==> config.mk <==
export PLATFORM = sky130hd
export DESIGN_NAME = dgcs_regs
export DESIGN_NICKNAME = d
export VERILOG_FILES = /design/src/dgcs_pkg.sv /design/src/dgcs_hyst_count.sv /design/src/dgcs_regs.sv /design/src/dgcs_spi_slave.sv
export SDC_FILE = /design/constraint.sdc
export NUM_CORES = 1
export LEC_CHECK = 0
export BUFFER_PORTS_ARGS = -buffer_cell sky130_fd_sc_hd__buf_2
export CORE_UTILIZATION = 60
export CTS_BUF_LIST = sky130_fd_sc_hd__clkbuf_2
export DETAILED_ROUTE_END_ITERATION = 10
export GPL_ROUTABILITY_DRIVEN = 0
export GPL_TIMING_DRIVEN = 0
export PLACE_DENSITY = 0.81
export REMOVE_ABC_BUFFERS = 1
export SLEW_MARGIN = 15
export SYNTH_ARGS = -nofsm -noshare
export SYNTH_HDL_FRONTEND = slang
export SYNTH_SLANG_ARGS = --single-unit
==> constraint.sdc <==
create_clock -name clk -period 3.6 [get_ports clk]
set_input_delay 0.36 -clock clk [delete_from_list [all_inputs] [get_ports clk]]
set_output_delay 0.36 -clock clk [all_outputs]
set_load 0.01 [all_outputs]
==> src/dgcs_pkg.sv <==
package dgcs_pkg;

    localparam int ADDR_W       = 15;
    localparam int DATA_W       = 8;
    localparam int GAIN_W       = 10;
    localparam int GAIN_HI_LSB  = 8;
    localparam int HYST_W       = 10;
    localparam int HYST_HI_LSB  = 8;
    localparam int HYST_CNT_W   = 4;
    localparam int SPI_INSTR_W  = 16;
    localparam int SPI_FRAME_W  = 24;
    localparam int SPI_CNT_W    = 5;

    localparam logic [ADDR_W-1:0] ADDR_I_GAIN_HIGH = 15'h0040;
    localparam logic [ADDR_W-1:0] ADDR_I_GAIN_LOW  = 15'h0041;
    localparam logic [ADDR_W-1:0] ADDR_Q_GAIN_HIGH = 15'h0044;
    localparam logic [ADDR_W-1:0] ADDR_Q_GAIN_LOW  = 15'h0045;
    localparam logic [ADDR_W-1:0] ADDR_CLOCK_CFG   = 15'h0080;
    localparam logic [ADDR_W-1:0] ADDR_SYNC_CTRL   = 15'h0081;
    localparam logic [ADDR_W-1:0] ADDR_HYST_LOW    = 15'h0082;

    localparam logic [DATA_W-1:0] RST_GAIN       = 8'h00;
    localparam logic [DATA_W-1:0] RST_CLOCK_CFG  = 8'hF8;
    localparam logic [DATA_W-1:0] RST_SYNC_CTRL  = 8'h10;
    localparam logic [DATA_W-1:0] RST_HYST_LOW   = 8'h00;
    localparam logic [DATA_W-1:0] MASK_GAIN_HIGH = 8'h03;
    localparam logic [DATA_W-1:0] MASK_CLOCK_CFG = 8'hF8;
    localparam logic [DATA_W-1:0] MASK_SYNC_CTRL = 8'h1F;

    localparam int BIT_CHAN0_OFF   = 7;
    localparam int BIT_CHAN1_OFF   = 6;
    localparam int BIT_ALL_OFF     = 5;
    localparam int BIT_REFCLK_OFF  = 4;
    localparam int BIT_RECEIVER_OFF = 3;
    localparam int BIT_SYNC_OFF    = 4;
    localparam int BIT_HYST_EN     = 3;
    localparam int BIT_EDGE_SEL    = 2;

    typedef struct packed {
        logic              strobe;
        logic              wr;
        logic [ADDR_W-1:0] addr;
        logic [DATA_W-1:0] wdata;
    } dgcs_req_type;

    typedef struct packed {
        logic                 csb_meta;
        logic                 csb_sync;
        logic                 sclk_meta;
        logic                 sclk_sync;
        logic                 sclk_prev;
        logic                 sdi_meta;
        logic                 sdi_sync;
        logic [SPI_CNT_W-1:0] bit_cnt;
        logic [SPI_INSTR_W-1:0] shift_in;
        logic [DATA_W-1:0]    shift_out;
        logic                 sdo;
        logic                 oe_n;
        dgcs_req_type         req;
    } dgcs_spi_state_type;

    typedef struct packed {
        logic [GAIN_W-1:0]     i_gain;
        logic [GAIN_W-1:0]     q_gain;
        logic [DATA_W-1:0]     clock_cfg;
        logic [DATA_W-1:0]     sync_ctrl;
        logic [DATA_W-1:0]     hyst_low;
        logic                  chan0_run;
        logic                  chan1_run;
        logic                  refclk_run;
        logic                  sync_rx_run;
        logic [HYST_CNT_W-1:0] hyst_steps;
        logic                  hyst_ok;
    } dgcs_regs_state_type;

endpackage

==> src/dgcs_hyst_count.sv <==
`timescale 1ns/1ps
module dgcs_hyst_count
    import dgcs_pkg::*;
#(
    parameter int THERMO_W = HYST_W,
    parameter int CNT_W    = HYST_CNT_W
)
(
    input  wire logic [THERMO_W-1:0] thermo,
    output logic      [CNT_W-1:0]    steps,
    output logic                     code_ok
);

    logic [THERMO_W-1:0] gap;

    // A set bit above a clear one breaks the thermometer form
    assign gap[0] = 1'b0;
    genvar g;
    generate
        for (g = 1; g < THERMO_W; g++)
        begin : g_gap
            assign gap[g] = thermo[g] & ~thermo[g-1];
        end
    endgenerate
    assign code_ok = ~|gap;

    // Each set bit is one equal hysteresis step
    always_comb
    begin
        steps = '0;
        for (int k = 0; k < THERMO_W; k++)
            steps = steps + CNT_W'(thermo[k]);
    end

endmodule

==> src/dgcs_regs.sv <==
`timescale 1ns/1ps
module dgcs_regs
    import dgcs_pkg::*;
(
    input  wire logic                     clk,
    input  wire logic                     sys_rst,
    input  wire logic                     spi_sclk,
    input  wire logic                     spi_csb,
    input  wire logic                     spi_sdio_in,
    output logic                          spi_sdio_out,
    output logic                          spi_sdio_oe_n,
    output logic signed [GAIN_W-1:0]      i_full_scale_gain,
    output logic signed [GAIN_W-1:0]      q_full_scale_gain,
    output logic                          chan0_clock_off,
    output logic                          chan1_clock_off,
    output logic                          all_clocks_off,
    output logic                          link_pll_refclk_off,
    output logic                          clock_receiver_off,
    output logic                          chan0_clock_run,
    output logic                          chan1_clock_run,
    output logic                          link_pll_refclk_run,
    output logic                          sync_receiver_off,
    output logic                          sync_receiver_run,
    output logic                          hysteresis_enable,
    output logic                          sync_sample_edge_select,
    output logic [HYST_W-1:0]             hysteresis_amount,
    output logic [HYST_CNT_W-1:0]         hysteresis_steps,
    output logic                          hysteresis_code_ok
);

    dgcs_regs_state_type  st_reg;
    dgcs_regs_state_type  st_next;
    dgcs_req_type         req;
    logic [DATA_W-1:0]    rd_data;
    logic [HYST_W-1:0]    thermo;
    logic [HYST_CNT_W-1:0] raw_steps;
    logic                 raw_ok;
    logic                 clk_base_on;

    function automatic logic is_write(input dgcs_req_type r,
                                      input logic [ADDR_W-1:0] a);
        is_write = r.strobe && r.wr && (r.addr == a);
    endfunction

    function automatic logic [DATA_W-1:0] read_word(
        input logic [ADDR_W-1:0] a,
        input dgcs_regs_state_type s);
        logic [DATA_W-1:0] d;
        d = '0;
        case (a)
            ADDR_I_GAIN_HIGH:
                d = DATA_W'(s.i_gain[GAIN_W-1:GAIN_HI_LSB]);
            ADDR_I_GAIN_LOW:
                d = s.i_gain[GAIN_HI_LSB-1:0];
            ADDR_Q_GAIN_HIGH:
                d = DATA_W'(s.q_gain[GAIN_W-1:GAIN_HI_LSB]);
            ADDR_Q_GAIN_LOW:
                d = s.q_gain[GAIN_HI_LSB-1:0];
            ADDR_CLOCK_CFG:
                d = s.clock_cfg;
            ADDR_SYNC_CTRL:
                d = s.sync_ctrl;
            ADDR_HYST_LOW:
                d = s.hyst_low;
            default:
                d = '0;
        endcase
        read_word = d;
    endfunction

    dgcs_spi_slave u_spi
    (
        .clk           (clk),
        .sys_rst       (sys_rst),
        .spi_sclk      (spi_sclk),
        .spi_csb       (spi_csb),
        .spi_sdio_in   (spi_sdio_in),
        .rd_data       (rd_data),
        .spi_sdio_out  (spi_sdio_out),
        .spi_sdio_oe_n (spi_sdio_oe_n),
        .req           (req)
    );

    // Unmapped and reserved positions read as zero
    assign rd_data = read_word(req.addr, st_reg);

    assign thermo = {st_reg.sync_ctrl[HYST_W-HYST_HI_LSB-1:0],
                     st_reg.hyst_low};

    dgcs_hyst_count u_hyst
    (
        .thermo  (thermo),
        .steps   (raw_steps),
        .code_ok (raw_ok)
    );

    always_comb
    begin
        st_next = st_reg;
        if (is_write(req, ADDR_I_GAIN_HIGH))
            st_next.i_gain[GAIN_W-1:GAIN_HI_LSB] =
                req.wdata[GAIN_W-GAIN_HI_LSB-1:0];
        if (is_write(req, ADDR_I_GAIN_LOW))
            st_next.i_gain[GAIN_HI_LSB-1:0] = req.wdata;
        if (is_write(req, ADDR_Q_GAIN_HIGH))
            st_next.q_gain[GAIN_W-1:GAIN_HI_LSB] =
                req.wdata[GAIN_W-GAIN_HI_LSB-1:0];
        if (is_write(req, ADDR_Q_GAIN_LOW))
            st_next.q_gain[GAIN_HI_LSB-1:0] = req.wdata;
        if (is_write(req, ADDR_CLOCK_CFG))
            st_next.clock_cfg = req.wdata & MASK_CLOCK_CFG;
        if (is_write(req, ADDR_SYNC_CTRL))
            st_next.sync_ctrl = req.wdata & MASK_SYNC_CTRL;
        if (is_write(req, ADDR_HYST_LOW))
            st_next.hyst_low = req.wdata;

        // The receiver and the global gate override the channel gates
        clk_base_on = ~st_next.clock_cfg[BIT_RECEIVER_OFF]
                    & ~st_next.clock_cfg[BIT_ALL_OFF];
        st_next.chan0_run = clk_base_on
                          & ~st_next.clock_cfg[BIT_CHAN0_OFF];
        st_next.chan1_run = clk_base_on
                          & ~st_next.clock_cfg[BIT_CHAN1_OFF];
        st_next.refclk_run = clk_base_on
                           & ~st_next.clock_cfg[BIT_REFCLK_OFF];
        st_next.sync_rx_run = ~st_next.sync_ctrl[BIT_SYNC_OFF];

        // Hysteresis counts only with the receiver up and enabled
        if (st_reg.sync_ctrl[BIT_HYST_EN]
            && !st_reg.sync_ctrl[BIT_SYNC_OFF])
            st_next.hyst_steps = raw_steps;
        else
            st_next.hyst_steps = '0;
        st_next.hyst_ok = raw_ok;
    end

    always_ff @(posedge clk or posedge sys_rst)
    begin
        if (sys_rst)
        begin
            st_reg <= '0;
            st_reg.i_gain <= {GAIN_W{1'b0}};
            st_reg.q_gain <= {GAIN_W{1'b0}};
            st_reg.clock_cfg <= RST_CLOCK_CFG;
            st_reg.sync_ctrl <= RST_SYNC_CTRL;
            st_reg.hyst_low <= RST_HYST_LOW;
            st_reg.hyst_ok <= 1'b1;
        end
        else
            st_reg <= st_next;
    end

    // Gain words pass through as signed full-scale trims
    assign i_full_scale_gain = st_reg.i_gain;
    assign q_full_scale_gain = st_reg.q_gain;
    assign chan0_clock_off = st_reg.clock_cfg[BIT_CHAN0_OFF];
    assign chan1_clock_off = st_reg.clock_cfg[BIT_CHAN1_OFF];
    assign all_clocks_off = st_reg.clock_cfg[BIT_ALL_OFF];
    assign link_pll_refclk_off = st_reg.clock_cfg[BIT_REFCLK_OFF];
    assign clock_receiver_off = st_reg.clock_cfg[BIT_RECEIVER_OFF];
    assign chan0_clock_run = st_reg.chan0_run;
    assign chan1_clock_run = st_reg.chan1_run;
    assign link_pll_refclk_run = st_reg.refclk_run;
    assign sync_receiver_off = st_reg.sync_ctrl[BIT_SYNC_OFF];
    assign sync_receiver_run = st_reg.sync_rx_run;
    assign hysteresis_enable = st_reg.sync_ctrl[BIT_HYST_EN];
    // Zero samples on the rising converter clock edge
    assign sync_sample_edge_select =
        st_reg.sync_ctrl[BIT_EDGE_SEL];
    assign hysteresis_amount = thermo;
    assign hysteresis_steps = st_reg.hyst_steps;
    assign hysteresis_code_ok = st_reg.hyst_ok;
endmodule

==> src/dgcs_spi_slave.sv <==
`timescale 1ns/1ps
module dgcs_spi_slave
    import dgcs_pkg::*;
(
    input  wire logic              clk,
    input  wire logic              sys_rst,
    input  wire logic              spi_sclk,
    input  wire logic              spi_csb,
    input  wire logic              spi_sdio_in,
    input  wire logic [DATA_W-1:0] rd_data,
    output logic                   spi_sdio_out,
    output logic                   spi_sdio_oe_n,
    output dgcs_req_type           req
);

    dgcs_spi_state_type s_reg;
    dgcs_spi_state_type s_next;
    logic               rise;
    logic               fall;

    assign rise = s_reg.sclk_sync & ~s_reg.sclk_prev;
    assign fall = ~s_reg.sclk_sync & s_reg.sclk_prev;

    always_comb
    begin
        s_next = s_reg;
        s_next.csb_meta = spi_csb;
        s_next.csb_sync = s_reg.csb_meta;
        s_next.sclk_meta = spi_sclk;
        s_next.sclk_sync = s_reg.sclk_meta;
        s_next.sclk_prev = s_reg.sclk_sync;
        s_next.sdi_meta = spi_sdio_in;
        s_next.sdi_sync = s_reg.sdi_meta;
        s_next.req.strobe = 1'b0;
        if (s_reg.csb_sync)
        begin
            s_next.bit_cnt = '0;
            s_next.oe_n = 1'b1;
        end
        else
        begin
            // Bits are taken on the rising edge, MSB first
            if (rise && s_reg.bit_cnt != SPI_CNT_W'(SPI_FRAME_W))
            begin
                s_next.shift_in = {s_reg.shift_in[SPI_INSTR_W-2:0],
                                   s_reg.sdi_sync};
                s_next.bit_cnt = s_reg.bit_cnt + 5'h01;
                if (s_reg.bit_cnt == SPI_CNT_W'(SPI_INSTR_W - 1))
                begin
                    s_next.req.wr = ~s_reg.shift_in[SPI_INSTR_W-2];
                    s_next.req.addr = {s_reg.shift_in[ADDR_W-2:0],
                                       s_reg.sdi_sync};
                end
                if (s_reg.bit_cnt == SPI_CNT_W'(SPI_FRAME_W - 1))
                begin
                    s_next.req.wdata = {s_reg.shift_in[DATA_W-2:0],
                                        s_reg.sdi_sync};
                    s_next.req.strobe = s_reg.req.wr;
                end
            end
            // Read data leaves on the falling edge
            if (fall && !s_reg.req.wr)
            begin
                if (s_reg.bit_cnt == SPI_CNT_W'(SPI_INSTR_W))
                begin
                    {s_next.sdo, s_next.shift_out} = {rd_data, 1'b0};
                    s_next.oe_n = 1'b0;
                end
                else if (s_reg.bit_cnt == SPI_CNT_W'(SPI_FRAME_W))
                    s_next.oe_n = 1'b1;
                else if (s_reg.bit_cnt > SPI_CNT_W'(SPI_INSTR_W))
                    {s_next.sdo, s_next.shift_out} =
                        {s_reg.shift_out, 1'b0};
            end
        end
    end

    always_ff @(posedge clk or posedge sys_rst)
    begin
        if (sys_rst)
        begin
            s_reg <= '0;
            s_reg.csb_meta <= 1'b1;
            s_reg.csb_sync <= 1'b1;
            s_reg.oe_n <= 1'b1;
        end
        else
            s_reg <= s_next;
    end

    assign spi_sdio_out = s_reg.sdo;
    assign spi_sdio_oe_n = s_reg.oe_n;
    assign req = s_reg.req;

endmodule

==> metrics.md, run 1 <==
| Metric | Value |
|---|---|
| Reg2reg end | `hysteresis_steps[2]` |
| CTS tree | `yes` |
| Clock Skews | `33.1 ps` |
| Leak | `between 0.002 and 0.003 uW` |
| Vias in the first global route | `3266` |
| HP Class | `in -> async` |
| Internal power | `roughly 1500 uW` |
| Root buffer cell | `clkbuf_2` |
| Startpoint types | `flop` |
| Sum Neg Setup Slack | `0 ps` |
| Reg2reg path depth | `9` |
| Vias | `between 3000 and 4000` |
| Largest net degree at the start of global routing | `56` |
| Main synth FF type | `dfrtp_1` |
| First-pass GRT wire length | `16.7 mm` |
| Wirelength per Cell | `18.4 microns` |
| Number of DRC markers in iteration 0 | `268` |
| Post-synth EDFFs | `0` |
| Setup slack, reg-to-reg | `approximately 230 ps` |
| Cell count after synthesis | `390` |
| Synthesis Warnings | `0` |
| Share of post-route cells with drive strength above 1 | `0.350` |
| CP endpoint kind | `flop` |
| Vias per cell | `~6` |
| Comb pwr share | `0.059` |
| GRT overflow | `0` |
| Peak supply drop | `between 150 and 200 uV` |
| Clk sink count | `108` |
| ANT cells | `0` |
| Drt drc | `0` |
| Critical Path AT | `slightly below 4000 ps` |
| # placed instances | `~530` |
| Final period util | `0.936` |
| Ys async rst share | `1.00` |
| FP Rows | `32` |
| FF-to-FF Start | `hysteresis_amount[1]` |
| Worst skew pair latency | `approximately 540 ps` |
| Syn-to-layout area delta | `9.87%` |
| GRT Util Overall | `0.255` |
| Post-synth cell types | `56` |
| Total Wirelength | `a little over 10 mm` |
| # port buffers | `53` |
| Sequential area share after synthesis | `0.553` |
| Hold Slack | `roughly 360 ps` |
| Pre-antenna DRT Iters | `5` |
| Worst-path clk slew | `between 200 and 300 ps` |
| Syn avg cell area | `between 10 and 15 sq um` |
| Status | `finished clean` |
| Flop pwr share | `0.672` |
| Final hold viol count | `0` |
| # setup viols final | `0` |
| Worst Setup EP | `hysteresis_steps[2]` |
| Die Y | `slightly above 90 microns` |
| Clock buffer depth | `2` |
| Slew @ Worst Pin | `between 1000 and 1500 ps` |
| Fmax | `297 MHz` |
| Max reg flops | `30` |
| Non-Filler Instances | `approximately 550` |
| CP Class | `reg -> reg` |
| Largest area contributor in the netlist | `dfrtp_1` |
| Starting density of the core | `0.628` |
| Nets@finish | `460` |
| CP startpoint | `hysteresis_amount[1]` |
| Clk pwr share | `0.268` |
| Max Cap Violations | `0` |
| H-tree Lvls | `3` |
| RSZ-0062 raised after global routing | `no` |
| Crit Path Max Fanout | `6` |
| Synth Register Bits | `108` |
| Core Util, Final | `0.690` |
| NetSw | `~480 uW` |
| Cell area power density | `approximately 370 nW/um^2` |
| Initial antenna violation count | `0` |
| Synth area leaders | `dfrtp_1 50%, mux2_2 15%, dfstp_2 5.4%` |
| Post-layout min period | `about 3400 ps` |
| Switching share of power | `0.242` |
| DIE AREA | `roughly 8500 sq um` |
| Inserted Clock Buffers | `9` |
| Synth Cell Area | `4910 sq um` |
| Horiz. Die Dim | `approximately 92 microns` |
| Pins Over Slew Limit | `0` |
| Slew margin rel. | `0.309` |
| CP required | `between 4000 and 5000 ps` |
| Detail Placement HPWL | `about 7.1 mm` |
| Area of the core | `slightly below 8000 sq um` |
| Antenna-violating nets left | `0` |
| Ports | `54` |
| Post-synth top area share | `0.500` |
placed cells by master, fill, tap and decap left out, types with 9 or more instances in the layout:
cell type | netlist | final
clkbuf_2 | 0 | 11
o21ai_0 | 9 | 9
mux2_2 | 67 | 67
a21oi_1 | 12 | 12
inv_1 | 20 | 19
nand2_1 | 23 | 23
buf_2 | 4 | 53
dfstp_2 | 10 | 10
nor2_1 | 28 | 28
dfrtp_1 | 98 | 98
area by class of cell:
cell class                      instances  area, sq um
Clock buffer                           11         55.1
Sequential cell                       108         2720
Multi-Input combinational cell        244         2030
Timing Repair Buffer                   58          333
Inverter                               20         80.1
Tap cell                              102          128
Clock inverter                          5         52.6
Fill cell                             587         2420
cells in the mapped netlist, types with 3 or more instances:
cell       n
buf_6      3
and2_1     3
mux2i_1    6
or4b_1     3
fa_1       6
inv_1     20
dfstp_2   10
o31a_1     3
clkbuf_1   9
a21boi_0   3
or4b_2     3
a21oi_1   12
a222oi_1   4
a22oi_1    3
or4_1      3
nand2_1   23
ha_1       8
nor4_1     5
nor2b_1    3
nor2_1    28
buf_2      4
o21ai_1    6
a221oi_1   3
mux2_2    67
nand2b_1   5
o21ai_0    9
dfrtp_1   98
and3_1     3
nor4_2     3
repair_timing:
item                                   CTS  global route
hold buffers                             4             0
gates resized for setup                  0             1
setup endpoints to repair                0             8
buffers inserted                         0             0
endpoints found under the hold margin   49             0
worst min path at each step:
stage / to / slack [ps] / cells after the start
floorplan: u_spi.s_next[58] / 330 / 0
global placement: u_spi.s_next[58] / 340 / 0
detailed placement: u_spi.s_next[58] / 340 / 0
CTS: hysteresis_amount[1] / 340 / 3
global route: hysteresis_amount[1] / 350 / 3
finish: hysteresis_amount[1] / 360 / 3
metrics by stage:
step	area (sq um)	total power (uW)	worst slack, ps
floorplan	4810	1420	382
global placement	5200	1450	-599
detailed placement	5240	1470	90.6
CTS	5390	2000	36.4
global route	5390	2070	124
finish	5390	1980	232
kinds of logic after synthesis:
group           share of synthesized area
compound gates                     0.0719
simple gates                        0.121
flops                               0.553
buf+inv                            0.0354
mux                                 0.166
fa+ha+maj                          0.0449
xor+xnor                          0.00714
critical path, cell delays in order, from the launching register on:
cell and delay, ps:
dfrtp_1 520, ha_1 300, inv_1 40, fa_1 450, fa_1 530, fa_1 430
fa_1 420, fa_1 390, xnor2_1 160, nor2_1 50
per-layer routing:
layer	up-vias	global-route usage	wire length, microns	share of wire
li1	1482	-	-	-
met1	1645	0.371	4610	0.46
met2	133	0.377	4620	0.46
met3	25	0.0468	575	0.057
met4	0	0.109	278	0.028
met5	-	0	0	0
power groups by stage:
stage,Sequential [uW],Clock [uW],Combinational (uW)
finish,1330,530,117
global route,1340,597,133
CTS,1330,552,120
detailed placement,1350,0,116
global placement,1340,0,104
floorplan,1330,0,90.4
No activity file was read; power rests on OpenSTA's default activity.
==> run 2, diff against run 1 <==
--- a/config.mk
+++ b/config.mk
@@ -6,11 +6,13 @@
 export NUM_CORES = 1
 export LEC_CHECK = 0
 export BUFFER_PORTS_ARGS = -buffer_cell sky130_fd_sc_hd__buf_2
+export CAP_MARGIN = 15
 export CORE_UTILIZATION = 60
 export CTS_BUF_LIST = sky130_fd_sc_hd__clkbuf_2
 export DETAILED_ROUTE_END_ITERATION = 10
 export GPL_ROUTABILITY_DRIVEN = 0
 export GPL_TIMING_DRIVEN = 0
+export MAX_ROUTING_LAYER = met4
 export PLACE_DENSITY = 0.81
 export REMOVE_ABC_BUFFERS = 1
 export SLEW_MARGIN = 15
==> metrics.md, run 2 (same netlist as run 1, synthesis figures left out) <==
| Metric | Value |
|---|---|
| Status | `finished clean` |
| Startpoint types | `flop` |
| Post-CTS Setup Inserts | `0` |
| Inserted Clock Buffers | `9` |
| Area of the core | `roughly 8000 sq um` |
| Final hold viol count | `0` |
| Clk sink count | `roughly 110` |
| CP Class | `reg -> reg` |
| Fmax | `approximately 300 MHz` |
| GRT overflow | `0` |
| Switching share of power | `0.242` |
| Max reg flops | `30` |
| HP Class | `in -> async` |
| Post-layout min period | `roughly 3400 ps` |
| DIE AREA | `between 8000 and 9000 sq um` |
| Clock Skews | `33.7 ps` |
| Commonest non-fill, non-tap cells in the layout | `98 x dfrtp_1, 67 x mux2_2, 53 x buf_2, 28 x nor2_1, 23 x nand2_1` |
| Peak supply drop | `192 uV` |
| # port buffers | `53` |
| Flop pwr share | `0.672` |
| Horiz. Die Dim | `92.4 microns` |
| FP Rows | `32` |
| Wirelength per Cell | `18.4 microns` |
| Dpl ws | `between 90 and 100 ps` |
| Crit Path Max Fanout | `6` |
| First-pass GRT wire length | `roughly 17 mm` |
| Drt drc | `0` |
| Pre-antenna DRT Iters | `5` |
| Comb pwr share | `0.059` |
| Slew margin rel. | `0.322` |
| Vias in the first global route | `~3300` |
| CP endpoint kind | `flop` |
| Filler cells | `~600` |
| CP required | `around 4100 ps` |
| Nets@finish | `460` |
| Vias per cell | `slightly above 6` |
| Design area | `5390 sq um` |
| Critical Path AT | `roughly 3800 ps` |
| Worst-path clk slew | `280 ps` |
| Max Cap Violations | `0` |
| Total power | `1980 uW` |
| Slew @ Worst Pin | `1010 ps` |
| Worst skew pair latency | `approximately 550 ps` |
| Pins Over Slew Limit | `0` |
| Hold Slack | `about 350 ps` |
| Starting density of the core | `0.628` |
| Detail Placement HPWL | `~7.1 mm` |
| Initial antenna violation count | `0` |
| Non-Filler Instances | `approximately 550` |
| Placed standard-cell area | `around 5200 sq um` |
| Vias | `about 3300` |
| Final period util | `0.932` |
| Largest net degree at the start of global routing | `56` |
| Leak | `approximately 0.0026 uW` |
| Final worst slack | `~250 ps` |
| ANT cells | `0` |
| Root buffer cell | `clkbuf_2` |
| RSZ-0062 raised after global routing | `no` |
| Internal power | `1500 uW` |
| Die Y | `slightly above 90 microns` |
| GRT Util Overall | `0.263` |
| CTS tree | `yes` |
| Ports | `between 50 and 60` |
| H-tree Lvls | `3` |
| Number of DRC markers in iteration 0 | `approximately 250` |
| Syn-to-layout area delta | `9.87%` |
| Clk pwr share | `0.269` |
| Antenna-violating nets left | `0` |
| # placed instances | `about 530` |
| NetSw | `~480 uW` |
| Total Wirelength | `a little over 10 mm` |
| Clock buffer depth | `2` |
| # setup viols final | `0` |
| Share of post-route cells with drive strength above 1 | `0.350` |
| Cell area power density | `between 300 and 400 nW/um^2` |
| Commonest non-fill, non-tap cell in the layout | `dfrtp_1` |
## run 2: cell counts in the layout (fill, tap and decap cells not counted)
Identical to the previous run, type by type.
## run 2: final cells by class
type / count / area [sq um] / area share
clock buffers: 11 / 55.1 / 0.0102
clock inverters: 5 / 52.6 / 0.00975
inverters: 20 / 80.1 / 0.0149
multi-input cells: 244 / 2030 / 0.376
flip-flops and latches: 108 / 2720 / 0.504
well taps: 102 / 128 / 0.0237
repair buffers: 58 / 333 / 0.0617
## run 2: per-stage QoR
step	util	TNS, ps
3_5_place_dp	0.671	0
5_1_grt	0.690	0
4_1_cts	0.690	0
2_1_floorplan	-	0
3_3_place_gp	0.666	-58280
6_report	0.690	0
## run 2: routing by layer
metal | vias to the layer above | GRT usage | wire length (microns) | part of all wire
li1 | 1478 | - | - | -
met3 | 33 | 0.0394 | 535 | 0.053
met1 | 1666 | 0.376 | 4650 | 0.46
met4 | 0 | 0.117 | 323 | 0.032
met5 | - | - | 0 | 0
met2 | 130 | 0.375 | 4550 | 0.45
## run 2: power groups by stage
stage | registers [uW] | logic (uW) | clock network [uW]
after CTS | 1330 | 120 | 552
after detailed placement | 1350 | 116 | 0
final | 1330 | 117 | 531
after global placement | 1340 | 104 | 0
after global routing | 1340 | 133 | 596
after floorplan | 1330 | 90.4 | 0
## run 2: worst max-delay path, cell delays in order (launching register included)
cell and delay, ps:
dfrtp_1 520, ha_1 300, inv_1 40, fa_1 450
fa_1 520, fa_1 430, fa_1 420, fa_1 390
xnor2_1 160, nor2_1 50
## run 2: path summary, 6_finish.rpt
kind / from / endpoint / slack (ps) / cells after the start
worst max-delay path: hysteresis_amount[1] / hysteresis_steps[2] / 250 / 9
worst min-delay path: sys_rst / hysteresis_amount[1] / 350 / 3
worst max register to register: hysteresis_amount[1] / hysteresis_steps[2] / 250 / 9
worst min register to register: u_spi.s_next[56] / u_spi.s_reg[56] / 380 / 0
max in group asynchronous: sys_rst / u_spi.s_reg[61] / 2570 / 4
min in group clk: u_spi.s_next[56] / u_spi.s_reg[56] / 380 / 0
## run 2: repair_timing
action | 4_1_cts | 5_1_grt
hold buffers | 4 | 0
resized for setup | 0 | 1
setup endpoints to repair | 0 | 8
endpoints found under the hold margin | 49 | 0
